--- src/regulator_control_pkg.sv ---
// package: register map, field layout and carrier types for the regulator control bank
package regulator_control_pkg;

  // ==========================================================================
  // register indices, not byte offsets: byte address = 4*index
  localparam logic [7:0] REGULATOR4_CONTROL_IDX = 8'h29;
  localparam logic [7:0] REGULATOR5_CONTROL_IDX = 8'h2A;
  localparam logic [7:0] REGULATOR6_CONTROL_IDX = 8'h2B;
  localparam logic [7:0] REGULATOR7_CONTROL_IDX = 8'h2C;
  localparam int         NUM_REGULATORS         = 4;
  localparam int         FIRST_REGULATOR        = 4;

  // ==========================================================================
  // field positions
  localparam int ENABLE_BIT          = 0;
  localparam int ENABLE_SRC_LSB      = 1;
  localparam int PULLDOWN_DIS_BIT    = 3;
  localparam int VSEL_BIT            = 4;
  localparam int VOLT_SRC_LSB        = 5;
  localparam int SEQ_TARGET_BIT      = 7;

  // ==========================================================================
  // reset values
  localparam logic [7:0] CONTROL_RESET = 8'h00;

  // ==========================================================================
  // pin source encodings
  localparam logic [1:0] SRC_SEQUENCER = 2'h0;
  localparam logic [1:0] SRC_PIN1      = 2'h1;
  localparam logic [1:0] SRC_PIN2      = 2'h2;
  localparam logic [1:0] SRC_PIN13     = 2'h3;

  typedef struct packed {
    logic       sequencer_target_enable;
    logic [1:0] voltage_select_pin_source;
    logic       voltage_setting_select;
    logic       pulldown_disable;
    logic [1:0] enable_pin_source;
    logic       regulator_enable;
  } control_reg_type;

  // three control input pins: pin 1, pin 2 and pin 13
  typedef struct packed {
    logic pin13;
    logic pin2;
    logic pin1;
  } control_pins_type;

  // per-regulator outputs toward the analog side
  typedef struct packed {
    logic enable;
    logic pulldown_on;
    logic use_setting_b;
    logic ramp;
  } regulator_drive_type;

endpackage

--- src/pin_edge_detect.sv ---
// rising and falling edge detector for the control input pins
`timescale 1ns/1ns
module pin_edge_detect #(
  parameter int WIDTH = 3
) (
  input  wire logic             i_sys_clk,
  input  wire logic             i_rst_n,
  input  wire logic [WIDTH-1:0] i_level,
  output logic      [WIDTH-1:0] o_rise,
  output logic      [WIDTH-1:0] o_fall
);

  logic [WIDTH-1:0] prev_q;
  logic [WIDTH-1:0] prev_d;
  logic             armed_q;
  logic             armed_d;

  // ==========================================================================
  // history
  always_comb begin
    prev_d  = i_level;
    armed_d = 1'b1;
  end

  always_ff @(posedge i_sys_clk or negedge i_rst_n) begin
    if (!i_rst_n) begin
      prev_q  <= '0;
      armed_q <= 1'b0;
    end else begin
      prev_q  <= prev_d;
      armed_q <= armed_d;
    end
  end

  // no edge reported on the first cycle: the reset history is not a real level
  assign o_rise = armed_q ? (i_level & ~prev_q) : '0;
  assign o_fall = armed_q ? (~i_level & prev_q) : '0;

endmodule

--- src/regulator_channel.sv ---
// one regulator control register with its pin-driven enable and voltage select
`timescale 1ns/1ns
module regulator_channel
  import regulator_control_pkg::*;
#(
  parameter bit HAS_VSEL = 1'b1
) (
  input  wire logic                                   i_sys_clk,
  input  wire logic                                   i_rst_n,
  input  wire logic                                   i_wr,
  input  wire logic [7:0]                             i_wdata,
  input  wire logic                                   i_seq_apply,
  input  wire logic [2:0]                             i_rise,
  input  wire logic [2:0]                             i_fall,
  output regulator_control_pkg::control_reg_type      o_reg,
  output regulator_control_pkg::regulator_drive_type  o_drive
);

  control_reg_type     reg_q;
  control_reg_type     reg_d;
  regulator_drive_type drive_d;
  logic                en_rise;
  logic                en_fall;
  logic                v_rise;
  logic                v_fall;

  function automatic logic pick(input logic [1:0] src, input logic [2:0] ev);
    case (src)
      SRC_PIN1:  pick = ev[0];
      SRC_PIN2:  pick = ev[1];
      SRC_PIN13: pick = ev[2];
      default:   pick = 1'b0;
    endcase
  endfunction

  // ==========================================================================
  // register next state
  always_comb begin
    en_rise = pick(reg_q.enable_pin_source, i_rise);
    en_fall = pick(reg_q.enable_pin_source, i_fall);
    v_rise  = pick(reg_q.voltage_select_pin_source, i_rise);
    v_fall  = pick(reg_q.voltage_select_pin_source, i_fall);
    reg_d   = reg_q;
    if (i_wr) begin
      reg_d = control_reg_type'(i_wdata);
      if (!HAS_VSEL) begin
        reg_d.voltage_setting_select = 1'b0;
      end
    end else begin
      // sequencer only owns the enable when no pin source is chosen
      if (i_seq_apply && reg_q.enable_pin_source == SRC_SEQUENCER) begin
        reg_d.regulator_enable = reg_q.sequencer_target_enable;
      end
      if (en_rise) begin
        reg_d.regulator_enable = 1'b1;
      end else if (en_fall) begin
        reg_d.regulator_enable = 1'b0;
      end
      if (HAS_VSEL && v_rise) begin
        reg_d.voltage_setting_select = 1'b0;
      end else if (HAS_VSEL && v_fall) begin
        reg_d.voltage_setting_select = 1'b1;
      end
    end
  end

  // ==========================================================================
  // drive: regulator 4 has no select bit, so its pin choice lives in a private flop
  logic vb4_q;
  logic vb4_d;
  always_comb begin
    vb4_d = vb4_q;
    if (!HAS_VSEL && v_rise) begin
      vb4_d = 1'b0;
    end else if (!HAS_VSEL && v_fall) begin
      vb4_d = 1'b1;
    end
    drive_d.enable        = reg_d.regulator_enable;
    drive_d.pulldown_on   = !reg_d.regulator_enable && !reg_d.pulldown_disable;
    drive_d.use_setting_b = HAS_VSEL ? reg_d.voltage_setting_select : vb4_d;
    drive_d.ramp          = !HAS_VSEL;
  end

  always_ff @(posedge i_sys_clk or negedge i_rst_n) begin
    if (!i_rst_n) begin
      reg_q   <= control_reg_type'(CONTROL_RESET);
      vb4_q   <= 1'b0;
      o_drive <= '0;
    end else begin
      reg_q   <= reg_d;
      vb4_q   <= vb4_d;
      o_drive <= drive_d;
    end
  end

  assign o_reg = reg_q;

endmodule

--- src/regulator_control_regs.sv ---
// apb register bank controlling four linear regulators (numbered 4 to 7)
//
// Summary of operation
// - enable bit turns regulator on or off
// - bit 7 is sequencer target enable state
// - pull-down active while disabled unless bit 3
// - selected pin edges enable or disable regulator
// - source codes: sequencer, pin1, pin2, pin13
// - pin rise selects A, fall selects B
// - regulators 5 to 7 change voltage immediately
// - bit 4 picks setting A or B on regulators 5 to 7
`timescale 1ns/1ns
module regulator_control_regs
  import regulator_control_pkg::*;
(
  input  wire logic                                     i_sys_clk,
  input  wire logic                                     i_rst_n,
  input  wire logic                                     i_psel,
  input  wire logic                                     i_penable,
  input  wire logic                                     i_pwrite,
  input  wire logic [11:0]                              i_paddr,
  input  wire logic [31:0]                              i_pwdata,
  input  wire logic                                     i_seq_apply,
  input  regulator_control_pkg::control_pins_type       i_pins,
  output logic      [31:0]                              o_prdata,
  output logic                                          o_pready,
  output logic                                          o_pslverr,
  output regulator_control_pkg::regulator_drive_type [3:0] o_drive
);

  import regulator_control_pkg::*;

  // ==========================================================================
  // apb decode: zero wait state, response registered one cycle after setup
  logic [31:0]     prdata_q;
  logic [31:0]     prdata_d;
  logic            pready_q;
  logic            pready_d;
  logic            pslverr_q;
  logic            pslverr_d;
  logic [3:0]      wr;
  logic            hit;
  logic [1:0]      sel;
  logic [2:0]      rise;
  logic [2:0]      fall;
  control_reg_type regs [NUM_REGULATORS];
  regulator_drive_type drv [NUM_REGULATORS];

  logic        setup;
  logic [7:0]  idx;

  always_comb begin
    setup = i_psel && !i_penable;
    idx   = i_paddr[9:2];
    hit   = (i_paddr[1:0] == 2'h0) && (i_paddr[11:10] == 2'h0) &&
            (idx >= REGULATOR4_CONTROL_IDX) && (idx <= REGULATOR7_CONTROL_IDX);
    sel   = 2'(idx - REGULATOR4_CONTROL_IDX);
    wr    = '0;
    // write commits at the access edge where pready is sampled high
    if (i_psel && i_penable && pready_q && i_pwrite && hit) begin
      wr[sel] = 1'b1;
    end
    pready_d  = setup;
    pslverr_d = setup && !hit;
    prdata_d  = prdata_q;
    if (setup) begin
      prdata_d = (hit && !i_pwrite) ? {24'h000000, 8'(regs[sel])} : 32'h00000000;
    end
  end

  always_ff @(posedge i_sys_clk or negedge i_rst_n) begin
    if (!i_rst_n) begin
      prdata_q  <= 32'h00000000;
      pready_q  <= 1'b0;
      pslverr_q <= 1'b0;
    end else begin
      prdata_q  <= prdata_d;
      pready_q  <= pready_d;
      pslverr_q <= pslverr_d;
    end
  end

  assign o_prdata  = prdata_q;
  assign o_pready  = pready_q;
  assign o_pslverr = pslverr_q;

  // ==========================================================================
  // pin edges, shared by all four channels
  pin_edge_detect #(
    .WIDTH (3)
  ) i_pin_edge_detect (
    .i_sys_clk (i_sys_clk),
    .i_rst_n   (i_rst_n),
    .i_level   (i_pins),
    .o_rise    (rise),
    .o_fall    (fall)
  );

  // ==========================================================================
  // channels; index 0 is regulator 4 which ramps and has no select bit
  for (genvar g = 0; g < NUM_REGULATORS; g++) begin : g_chan
    regulator_channel #(
      .HAS_VSEL (g != 0)
    ) i_regulator_channel (
      .i_sys_clk   (i_sys_clk),
      .i_rst_n     (i_rst_n),
      .i_wr        (wr[g]),
      .i_wdata     (i_pwdata[7:0]),
      .i_seq_apply (i_seq_apply),
      .i_rise      (rise),
      .i_fall      (fall),
      .o_reg       (regs[g]),
      .o_drive     (drv[g])
    );
    assign o_drive[g] = drv[g];
  end

endmodule

--- config.mk ---
export PLATFORM = sky130hd
export DESIGN_NAME = regulator_control_regs
export DESIGN_NICKNAME = d
export VERILOG_FILES = /design/src/regulator_control_pkg.sv /design/src/pin_edge_detect.sv /design/src/regulator_channel.sv /design/src/regulator_control_regs.sv
export SDC_FILE = /design/constraint.sdc
export NUM_CORES = 1
export LEC_CHECK = 0
export CAP_MARGIN = 40
export CORE_AREA = 2 2 78 80
export DETAILED_ROUTE_END_ITERATION = 7
export DIE_AREA = 0 0 80 82
export DONT_BUFFER_PORTS = 1
export HOLD_SLACK_MARGIN = 0.02
export PLACE_DENSITY = 0.81
export SKIP_LAST_GASP = 1
export SLEW_MARGIN = 15
export SYNTH_ARGS = -nofsm -noshare
export SYNTH_HDL_FRONTEND = slang
export SYNTH_SLANG_ARGS = --single-unit
export TNS_END_PERCENT = 50
--- constraint.sdc ---
create_clock -name i_sys_clk -period 1.8 [get_ports i_sys_clk]
set_input_delay 0.27 -clock i_sys_clk [delete_from_list [all_inputs] [get_ports i_sys_clk]]
set_output_delay 0.27 -clock i_sys_clk [all_outputs]
set_load 0.1 [all_outputs]
# --- After elaboration in Yosys (flattened, before gate mapping) ---
# Cells that the tools add are included.
op_classes:
  addsub: 1
  mul: 0
  n_div: 0
  n_lt_le_gt_ge: 5
  n_eq_ne: 24
  shifts: 0
  mux: 56
  bitwise_logic: 5
  reduce_logical: 40
op_table:
  columns: ["operator", "count"]
  rows:
  - ["case mux 1 bit (3 select lines)", 16]
  - ["equality test 2 bit (second input constant)", 16]
  - ["two-way mux 1 bit", 28]
  - ["two-way mux 8 bit", 3]
  - ["logical AND 1 bit", 19]
  - ["two-way mux 3 bit", 6]
  - ["binary-select mux 8 bit (select 2 bit)", 1]
  - ["equality test 2 x 1 -> 1 bit (second input constant)", 8]
  - ["zero test 2 bit", 6]
  - ["zero test 1 bit", 11]
  - ["nonzero test 3 bit", 3]
  - [">= comparator 8 x 6 -> 1 bit (second input constant)", 1]
  - ["less-or-equal comparator 8 x 6 -> 1 bit (second input constant)", 1]
  - ["AND 3 bit", 2]
  - ["inverter 3 bit", 2]
  - ["two-way mux 4 bit", 1]
  - [">= comparator 3 bit (second input constant)", 1]
  - ["less-than comparator 2 x 3 -> 1 bit (second input constant)", 1]
  - ["inverter 2 -> 3 bit", 1]
  - ["demux 1 bit (select 2 bit)", 1]
  - [">= comparator 2 x 1 -> 1 bit (second input constant)", 1]
  - ["nonzero test 2 bit", 1]
  - ["subtractor 2 x 1 -> 2 bit (second input constant)", 1]
word_totals:
  regBits: 74
  latch_bits: 0
  ram_bits: 0
  rom_bits: 0
  in_bits: 53
  output_inout_bits: 50
  mem_count: 0

# --- Longest topological paths before layout ---
# Gate-level depths: netlist of the first run.
logic_depth:
  depth_word: 9
  mapped_depth: 9

# --- Cells and area by module ---
# Synthesis of the first run repeated with hierarchy kept, for this count alone.
unflattened:
  hier_cells: 290
  hier_area_um2: 3069.2
by_module_without_submodules:
  columns: ["mod", "instances", "cells_each", "area_each_um2"]
  rows:
  - ["regulator_channel at g_chan[1].i_regulator_channel ...", 3, 45, 476.7]
  - ["regulator_control_regs", 1, 99, 977.2]
  - ["regulator_channel at g_chan[0].i_regulator_channel", 1, 45, 505.5]
  - ["pin_edge_detect", 1, 11, 156.4]

# --- Worst setup path before layout of the first run ---
# OpenSTA, ideal clock, no wires.
synth_path:
  path_kind: "register -> register"
  startpoint: "reg pready_q (netlist: o_pready)"
  endpoint: "reg g_chan[1].i_regulator_channel.o_drive[1] (netlist name)"
  arrival_ps: 2339
  required_time_ps: 1675
  slack_ps: -664
  stages_incl_launch_ff: 6
  n_path_buf: 0
  synth_period_minus_slack_ps: 2464
  path_cell_list: "dfrtp_1 > nand4_1 > or4b_1 > nor2_1 > nand2_1 > mux2_2"
synth_between:
  elab_chain_cells: 5
  elab_cells_between_ends: 6
  cone_classes: "mux (2); reduce/logical (4)"
synth_rtl:
  columns: ["item", "line_no", "text"]
  rows:
  - ["from (decl)", "regulator_control_regs.sv:37", "logic pready_q;"]
  - ["from (signal assigned)", "regulator_control_regs.sv:78", "pready_q <= pready_d;"]
  - ["logical AND 1 bit * (3 in a row)", "regulator_control_regs.sv:60", "if (i_psel && i_penable && pready_q && i_pwrite && hit) begin"]
  - ["two-way mux 4 bit *", "regulator_control_regs.sv:60", null]
  - ["nonzero test 3 bit (no source line) or two-way mux 1 bit (tied branches)", null, null]
# Mark *: on every way between the ends. The rest lies on a longest branch, timed or not.
# A chain may end at the register's enable or synchronous reset.

# --- Worst setup path in the final report of the first run ---
layout_path:
  startpoint: "reg pready_q (netlist: o_pready)"
  endpoint: "reg g_chan[2].i_regulator_channel.reg_q, in the netlist g_chan[2].i_regulator_channel.o_reg[7]"
layout_between:
  elab_chain_cells: 4
layout_rtl:
  columns: ["item", "line_no", "text"]
  rows:
  - ["logical AND 1 bit (3 in a row)", "regulator_control_regs.sv:60", null]
  - ["two-way mux 4 bit", "regulator_control_regs.sv:60", null]
  - ["to (signal assigned)", "regulator_channel.sv:86", "reg_q <= control_reg_type'(CONTROL_RESET);"]
  - ["to (signal assigned)", "regulator_channel.sv:90", "reg_q <= reg_d;"]
  - ["to (decl)", "regulator_channel.sv:19", "control_reg_type reg_q;"]
# Every way passes these cells.

==> flow_summary.toml, run 1 <==
[run_status]
status = "finished, violations left"
violations = "negative setup slack"

[global_routing]
grt_max_degree = 51
grt_pass1_wl_um = 11900
grt_pass1_vias = 2407
grt_usage = 0.236
antenna_found_initial = 0
overflow = 0

[logic_synthesis]
yosysTopAreaCell = "dfrtp_1"
synth_top_area_share = 0.390
synthArstFlopShare = 1.00
syn_area_um2 = 3200
yosys_register_bits = 50
ys_seq_area_frac = 0.390
synthCells = 317
synth_edf_count = 0
synth.avg_cell_area_um2 = 10.1
ys.flop_type = "dfrtp_1"
synth_cell_types = 49
yosysWarnings = 0
synth_area_leaders = "dfrtp_1 39%, mux2_2 11%, buf_4 8.4%"

[power_and_ir_drop]
cellPowerDensity_nw_per_um2 = 708
irDropWorstVdd_uv = 440
power_leakage_nw = 1.70

[cts]
clockBufferDepth = 2
cts_num_sinks = 50
clk_pin_slew_ns = 0.09
root_buffer = "clkbuf_8"
cts_tree = "done"
htree_levels = 2
clock_latency_ns = 0.30
cts_buffers = 5

[timing]
fin_crit_sh = 1.03
clock-skew-final_ns = 0.00550
relSlewSlack = 0.635
whs_ns = 0.0947
finalSetupViolCount = 26
finalWorstSetupSlack_ns = -0.0571
maxSlewViolCount = 0
min_period_ns = 1.86
clock.fmax_ghz = 0.538
fin_setup_tns_ns = -0.514
rsz0062_at_grt = "yes"
hold_viol = 0
worst_slew_pin_slew_ns = 0.533

[route]
wire_per_inst_um = 17.6
vias = 2598
first_pass_iters = 5
vias_per_cell = 6.13
wl_um = 7470
postRouteAntennaNets = 0
drc = 0
drt_iter0_markers = 228

[job]
maxCapViolCount = 0

[floorplanning]
fp.coreArea_um2 = 5750
start_util = 0.558
boundaryPins = 103
dieArea_um2 = 6560
std_cell_rows = 28
die_w_um = 80
die_h_um = 82

[final_layout]
largest_reg_flops = 24
insertedDiodeCount = 0
area_growth_pct = 15.2
drive_gt1_frac = 0.324
num-nets-final = 407

[worst_setup_path]
setup.worst_path.end_class = "flip-flop"
crit_fanout = 9
reg2reg_depth = 5
critPathRequiredTime_ns = 1.99
start_kind = "flip-flop"
arrival_ns = 2.05
worst-setup-path-type = "flip-flop to flip-flop"

[place]
io_buffers = 0
hpwl_um = 5240
dp_slack_ns = -0.219
place_congestion = 0.923

[hold_path]
hold_class = "input port to flip-flop"
whs_path_depth = 2
-- synthesized netlist by cell type (6+ instances only) --
library cell,instances
mux2_2,30
clkbuf_1,10
ha_1,6
o21ai_2,8
nor3_1,6
nor2_1,7
buf_4,36
inv_1,22
nand2_1,20
dfrtp_1,50
mux4_2,7
nand3_1,9
a211oi_1,6
a21oi_1,8
nand2b_1,10
nor2b_1,7
o21ai_0,12
-- per-layer routing --
| metal | global-route usage | routed length (um) | vias up |
|---|---|---|---|
| li1 | - | - | 1145 |
| met2 | 0.394 | 3640 | 170 |
| met3 | 0.0440 | 717 | 29 |
| met1 | 0.313 | 2950 | 1254 |
| met4 | 0.0746 | 165 | 0 |
| met5 | 0 | 0 | - |
-- area by class of cell --
cell class,count,area [um2]
Fill cell,459,2050
Multi-Input combinational cell,223,1720
Sequential cell,50,1250
Timing Repair Buffer,46,392
Tap cell,75,93.8
Inverter,22,85.1
Clock buffer,6,82.6
Clock inverter,2,60.1
-- critical path, cell delays in order, from the launching register on --
cell	delay (ns)
dfrtp_4	0.41
nand4_1	0.11
or4b_4	0.55
nor3_2	0.16
buf_6	0.18
mux2_2	0.34
-- cell families after synthesis --
family | count (synthesis) | share of synthesized area
simple gates | 86 | 0.153
other cells | 2 | 0.00234
fa+ha+maj | 6 | 0.0234
buf+inv | 70 | 0.127
compound gates | 63 | 0.140
flops | 50 | 0.390
mux | 40 | 0.164
-- where the power goes --
group	total [W]	internal, W	switching [W]
Clock	0.000969	0.000593	0.000376
Sequential	0.00115	0.00114	0.0000138
Combinational	0.000497	0.0000881	0.000409
-- path summary, 6_finish.rpt --
check                            start  slack [ns]                                     end
setup / recovery              o_pready       -0.06  g_chan[2].i_regulator_channel.o_reg[7]
hold / removal             i_pwdata[2]        0.09  g_chan[2].i_regulator_channel.o_reg[2]
setup reg to reg              o_pready       -0.06  g_chan[2].i_regulator_channel.o_reg[7]
hold reg to reg            o_prdata[0]        0.48                             o_prdata[0]
max in group asynchronous      i_rst_n        1.07                                o_pready
min in group asynchronous      i_rst_n        0.46  g_chan[3].i_regulator_channel.o_reg[5]
-- metrics by stage --
step / utilization / instance area (um2) / total power [W] / instances
floorplan: - / 3390 / 0.00164 / 343
global placement: 0.600 / 3450 / 0.00162 / 410
detailed placement: 0.600 / 3450 / 0.00163 / 410
CTS: 0.639 / 3670 / 0.00263 / 424
global route: 0.643 / 3690 / 0.00271 / 424
finish: 0.643 / 3690 / 0.00261 / 424
-- what timing repair did --
item	in CTS	in global routing
hold buffers	5	0
pin swaps	1	1
buffers inserted	1	0
resized for setup	2	5
endpoints found under the hold margin	53	0
endpoints found under the setup margin	29	33
gates cloned	0	0
-- cells in the final DEF, fill, tap and decap left out, types with 5 or more instances in the layout --
cell type	Yosys	routed
a211oi_1	6	6
a21oi_1	8	8
buf_4	36	39
clkbuf_8	0	6
conb_1	2	28
dfrtp_1	50	49
ha_1	6	5
inv_1	22	21
mux2_2	30	26
mux4_2	7	7
nand2_1	20	18
nand2b_1	10	10
nand3_1	9	9
nor2_1	7	6
nor2b_1	7	7
nor3_1	6	5
o21ai_0	12	12
o21ai_2	8	8
Power figures use the tool's default switching activity.
==> run 2: changes to the inputs <==
- CELL_PAD_IN_SITES_DETAIL_PLACEMENT: default -> 1
- CELL_PAD_IN_SITES_GLOBAL_PLACEMENT: default -> 2
- CORE_AREA: 2 2 78 80 -> 2 2 99 101
- DIE_AREA: 0 0 80 82 -> 0 0 101 103
- PLACE_DENSITY: 0.81 -> 0.82
==> flow_summary.toml, run 2 (synthesis gave the netlist of run 1 again) <==
[cts]
cts_num_sinks = 50
htree_levels = 2
cts_tree = "done"
clock_latency_ns = 0.31
clk_pin_slew_ns = 0.10
clockBufferDepth = 2
cts_buffers = 5
root_buffer = "clkbuf_8"

[place]
place_congestion = 0.838
hpwl_um = 6580
io_buffers = 0
placed_area_um2 = 3550

[global_routing]
grt_pass1_wl_um = 14100
overflow = 0
grt_pass1_vias = 2644
antenna_found_initial = 0
grt_usage = 0.177
grt_max_degree = 51

[run_status]
violations = "negative setup slack"
status = "finished, violations left"

[timing]
hold_viol = 0
rsz0062_at_grt = "yes"
min_period_ns = 1.90
finalSetupViolCount = 30
finalWorstSetupSlack_ns = -0.101
clock-skew-final_ns = 0.0132
clock.fmax_ghz = 0.526
worst_slew_pin_slew_ns = 0.513
maxSlewViolCount = 0
relSlewSlack = 0.657
fin_crit_sh = 1.06

[route]
vias_per_cell = 5.47
drt_iter0_markers = 157
postRouteAntennaNets = 0
wire_per_inst_um = 19.1
first_pass_iters = 4
vias = 2580
drc = 0
wl_um = 9040

[power_and_ir_drop]
irDropWorstVdd_uv = 292
power_leakage_nw = 1.78
cellPowerDensity_nw_per_um2 = 689
finalPower_w = 0.00267

[final_layout]
largest_reg_flops = 24
final_common_cell = "dfrtp_1"
drive_gt1_frac = 0.355
area_growth_pct = 20.9
fin_area_um2 = 3870
num-nets-final = 416
layout_common_cells = "49 x dfrtp_1, 46 x buf_4, 28 x conb_1"
insertedDiodeCount = 0
fillers = 1083
final_util = 0.409

[worst_setup_path]
setup.worst_path.end_class = "flip-flop"
worst-setup-path-type = "flip-flop to flip-flop"
start_kind = "flip-flop"
critPathRequiredTime_ns = 2.00
arrival_ns = 2.10
crit_fanout = 4

[floorplanning]
fp.coreArea_um2 = 9460
boundaryPins = 103
dieArea_um2 = 10400
die_w_um = 101
std_cell_rows = 36
die_h_um = 103
start_util = 0.339

[job]
maxCapViolCount = 0

[hold_path]
hold_class = "input port to flip-flop"
run 2: worst paths after layout:
| kind | from | endpoint | slack (ns) | cells past startpoint |
|---|---|---|---|---|
| max reg2reg | o_pready | g_chan[2].i_regulator_channel.o_reg[5] | -0.10 | 5 |
| max | o_pready | g_chan[2].i_regulator_channel.o_reg[5] | -0.10 | 5 |
| min reg2reg | o_prdata[2] | o_prdata[2] | 0.49 | 2 |
| min in group asynchronous | i_rst_n | g_chan[0].i_regulator_channel.o_reg[6] | 0.52 | 2 |
| min | i_pwdata[4] | g_chan[2].i_regulator_channel.o_drive[1] | 0.07 | 1 |
| max in group asynchronous | i_rst_n | o_pready | 1.04 | 2 |
run 2: final cells by class:
type / count / area [um2] / area share
clock buffer: 6 / 82.6 / 0.0213
multi-input combinational: 223 / 1770 / 0.458
inverter: 22 / 85.1 / 0.0220
clock inverter: 2 / 60.1 / 0.0155
timing repair buffer: 55 / 475 / 0.123
sequential: 50 / 1250 / 0.324
tap: 114 / 143 / 0.0368
run 2: worst max-delay path, stage by stage, from the launching register on:
cell     delay, ns
dfrtp_4       0.42
nand4_1       0.12
or4b_4        0.57
nor3_4        0.17
buf_4         0.18
mux2_2        0.34
run 2: report_power, final:
| group | switching, W | total, W | internal (W) |
|---|---|---|---|
| sequential | 0.0000115 | 0.00115 | 0.00114 |
| combinational | 0.000429 | 0.000534 | 0.000105 |
| clock | 0.000394 | 0.000987 | 0.000593 |
run 2: routing by layer:
| metal | GRT usage | wire [um] |
|---|---|---|
| met1 | 0.216 | 3710 |
| met2 | 0.328 | 4830 |
| met5 | 0 | 0 |
| met4 | 0.0405 | 84 |
| met3 | 0.0305 | 415 |
run 2: timing repair:
action / 4_1_cts / 5_1_grt
resized for setup: 5 / 14
pin swaps: 0 / 4
hold endpoints to repair: 53 / 0
setup endpoints to repair: 30 / 34
hold buffers: 5 / 0
buffers inserted: 2 / 3
run 2: stage by stage:
stage	setup WS, ns	setup TNS (ns)	hold WS, ns	std cells
finish	-0.101	-2.04	0.0727	472
floorplan	-0.219	-6.92	-0.0256	343
global placement	-0.198	-6.45	-0.0243	455
detailed placement	-0.245	-7.93	-0.0245	455
CTS	-0.106	-2.37	0.0691	470
global route	-0.149	-3.46	0.0699	472
==> run 3: changes to the inputs <==
- ABC_AREA: default -> 1
- CAP_MARGIN: 40 -> 20
- CORE_AREA: 2 2 99 101 -> 2 2 104 106
- CTS_CLUSTER_DIAMETER: default -> 200
- DIE_AREA: 0 0 101 103 -> 0 0 106 108
- PLACE_DENSITY: 0.82 -> 0.81
==> flow_summary.toml, run 3 <==
[run_status]
status = "finished clean"

[final_layout]
fin_area_um2 = 3480
largest_reg_flops = 24
final_common_cell = "nand2_1"
fillers = 1287
insertedDiodeCount = 0
layout_common_cells = "117 x nand2_1, 49 x dfrtp_1, 45 x inv_1"
area_growth_pct = 11.9
num-nets-final = 513
drive_gt1_frac = 0.125

[worst_setup_path]
cp_common_cell = "nand2_1"
critPathRequiredTime_ns = 2.02
crit_chain = "nand2_1 -> nor2_1 -> buf_4 -> nand2_1 -> nand3_1 -> o21ai_0 -> nand2_1 -> nand2_1 -> nor2_1"
r2r-end = "g_chan[1].i_regulator_channel.o_drive[2]"
crit_fanout = 8
slowest_stage = "dfrtp_1"
worst-r2r-setup-slack_ns = 0.25
critical_path.top_delay_family = "simple AND/OR/NAND/NOR gates"
start_kind = "flip-flop"
reg2reg_depth = 9
cp_num_buf_inv = 1
max_stage_delay_ns = 0.48
arrival_ns = 1.78
r2r_start = "g_chan[0].i_regulator_channel.o_drive[0]"
worst-setup-path-type = "flip-flop to flip-flop"
setup.worst_path.end_class = "flip-flop"

[global_routing]
grt_pass1_vias = 2815
antenna_found_initial = 0
grt_usage = 0.165
grt_max_degree = 51
overflow = 0
grt_pass1_wl_um = 14600

[cts]
clock_latency_ns = 0.32
cts_buffers = 5
cts_tree = "done"
postCtsSetupBuffers = 0
htree_levels = 2
clk_pin_slew_ns = 0.11
clockBufferDepth = 2
cts_num_sinks = 50
root_buffer = "clkbuf_8"

[power_and_ir_drop]
p_sw_w = 0.00127
internal_power_w = 0.00175
sw_frac_of_total = 0.420
irDropWorstVdd_uv = 300
power_frac_comb = 0.314
power_frac_clock = 0.288
power_leakage_nw = 1.79
seqPwrFrac = 0.398
cellPowerDensity_nw_per_um2 = 868

[route]
vias_per_cell = 4.64
drt_iter0_markers = 155
postRouteAntennaNets = 0
drc = 0
wire_per_inst_um = 15.3
wl_um = 9020
vias = 2741
first_pass_iters = 4

[hold_path]
hp-start = "i_psel"
hold_class = "input port to flip-flop"
whs_path_depth = 2
min_to = "o_pready"

[timing]
clock-skew-final_ns = 0.00587
min_period_ns = 1.55
maxSlewViolCount = 0
fin_setup_tns_ns = 0
rsz0062_at_grt = "no"
finalSetupViolCount = 0
clock.fmax_ghz = 0.644
hold_viol = 0
fin_crit_sh = 0.862

[floorplanning]
std_cell_rows = 37
dieArea_um2 = 11400
die_w_um = 106
die_h_um = 108
fp.coreArea_um2 = 10200
start_util = 0.304
boundaryPins = 103

[logic_synthesis]
ys.flop_type = "dfrtp_1"
synth_area_leaders = "dfrtp_1 40%, nand2_1 14%, buf_4 9.2%"
yosys_register_bits = 50
ys_seq_area_frac = 0.402
synth_edf_count = 0
synth_top_area_share = 0.402
synthCells = 429
yosysTopAreaCell = "dfrtp_1"
yosys-top-cells-count = "117 x nand2_1, 50 x dfrtp_1, 45 x inv_1, 39 x nor2_1, 38 x buf_4"
synth_cell_types = 27
synthArstFlopShare = 1.00
yosysWarnings = 0
syn_area_um2 = 3110
synth.avg_cell_area_um2 = 7.26
synth.most_common_cell = "nand2_1"

[place]
placed_area_um2 = 3290
hpwl_um = 6880
place_congestion = 0.826
io_buffers = 0

[job]
maxCapViolCount = 0
[run 3: changes by cell type after synthesis, sizes merged, moves of 16 or more]
cell / delta
nand2: +98
nor2: +34
mux2: -30
inv: +29
o21ai: +25
nand3: +16
[run 3: routing by layer]
layer  vias up  GRT usage  share of wire
met5         -          0              0
met4         0     0.0404         0.0095
met3         7     0.0380          0.053
met2        70      0.289           0.49
met1      1307      0.208           0.44
li1       1357          -              -
[run 3: what timing repair did]
item,4_1_cts,5_1_grt
setup endpoints to repair,0,6
hold buffers,6,0
hold endpoints to repair,54,0
gates resized for setup,0,1
[run 3: worst max-delay path by stage]
stage / from / to / slack (ns) / cells past startpoint
2_1_floorplan: i_paddr[2] / g_chan[1].i_regulator_channel.o_drive[2] / 0.01 / 12
3_3_place_gp: g_chan[0].i_regulator_channel.o_drive[0] / g_chan[2].i_regulator_channel.o_drive[2] / 0.17 / 8
3_5_place_dp: g_chan[0].i_regulator_channel.o_drive[0] / g_chan[1].i_regulator_channel.o_drive[2] / 0.16 / 8
4_1_cts: g_chan[0].i_regulator_channel.o_drive[0] / g_chan[2].i_regulator_channel.o_drive[2] / 0.13 / 8
5_1_grt: g_chan[0].i_regulator_channel.o_drive[0] / g_chan[2].i_regulator_channel.o_drive[2] / 0.08 / 8
6_report: g_chan[0].i_regulator_channel.o_drive[0] / g_chan[1].i_regulator_channel.o_drive[2] / 0.25 / 9
[run 3: cells by family (layout without fill, tap and decap cells)]
family                   after synthesis  count (layout)  synth area share
buffers and inverters                 98              98             0.172
other                                  2              28           0.00241
AO/OA/AOI/OAI                         70              70             0.118
adder cells (fa/ha/maj)                6               6            0.0241
flip-flops                            50              50             0.402
AND/OR/NAND/NOR                      203             203             0.281
[run 3: power by group through the flow]
stage / Clock [W] / Sequential (W) / Combinational, W
finish: 0.000871 / 0.00120 / 0.000948
floorplan: 0 / 0.00134 / 0.000733
global placement: 0 / 0.00123 / 0.000908
global route: 0.000932 / 0.00121 / 0.000998
detailed placement: 0 / 0.00123 / 0.000911
CTS: 0.000890 / 0.00120 / 0.000954
[run 3: per-stage QoR]
step           cells  setup WS, ns  hold WS [ns]  utilization  total power (W)
2_1_floorplan    455        0.0113       -0.0256            -          0.00207
3_3_place_gp     577         0.171       -0.0220        0.321          0.00213
3_5_place_dp     577         0.157       -0.0226        0.321          0.00214
4_1_cts          591         0.127        0.0466        0.340          0.00305
5_1_grt          591        0.0760        0.0469        0.340          0.00314
6_report         591         0.248        0.0555        0.340          0.00302
[run 3: cell type report]
cell class	instances	area, um2	area share
clock inverters	3	48.8	0.0140
multi-input cells	307	1430	0.409
inverters	51	191	0.0550
well taps	136	170	0.0489
flip-flops and latches	50	1250	0.360
clock buffers	5	68.8	0.0198
repair buffers	39	325	0.0934
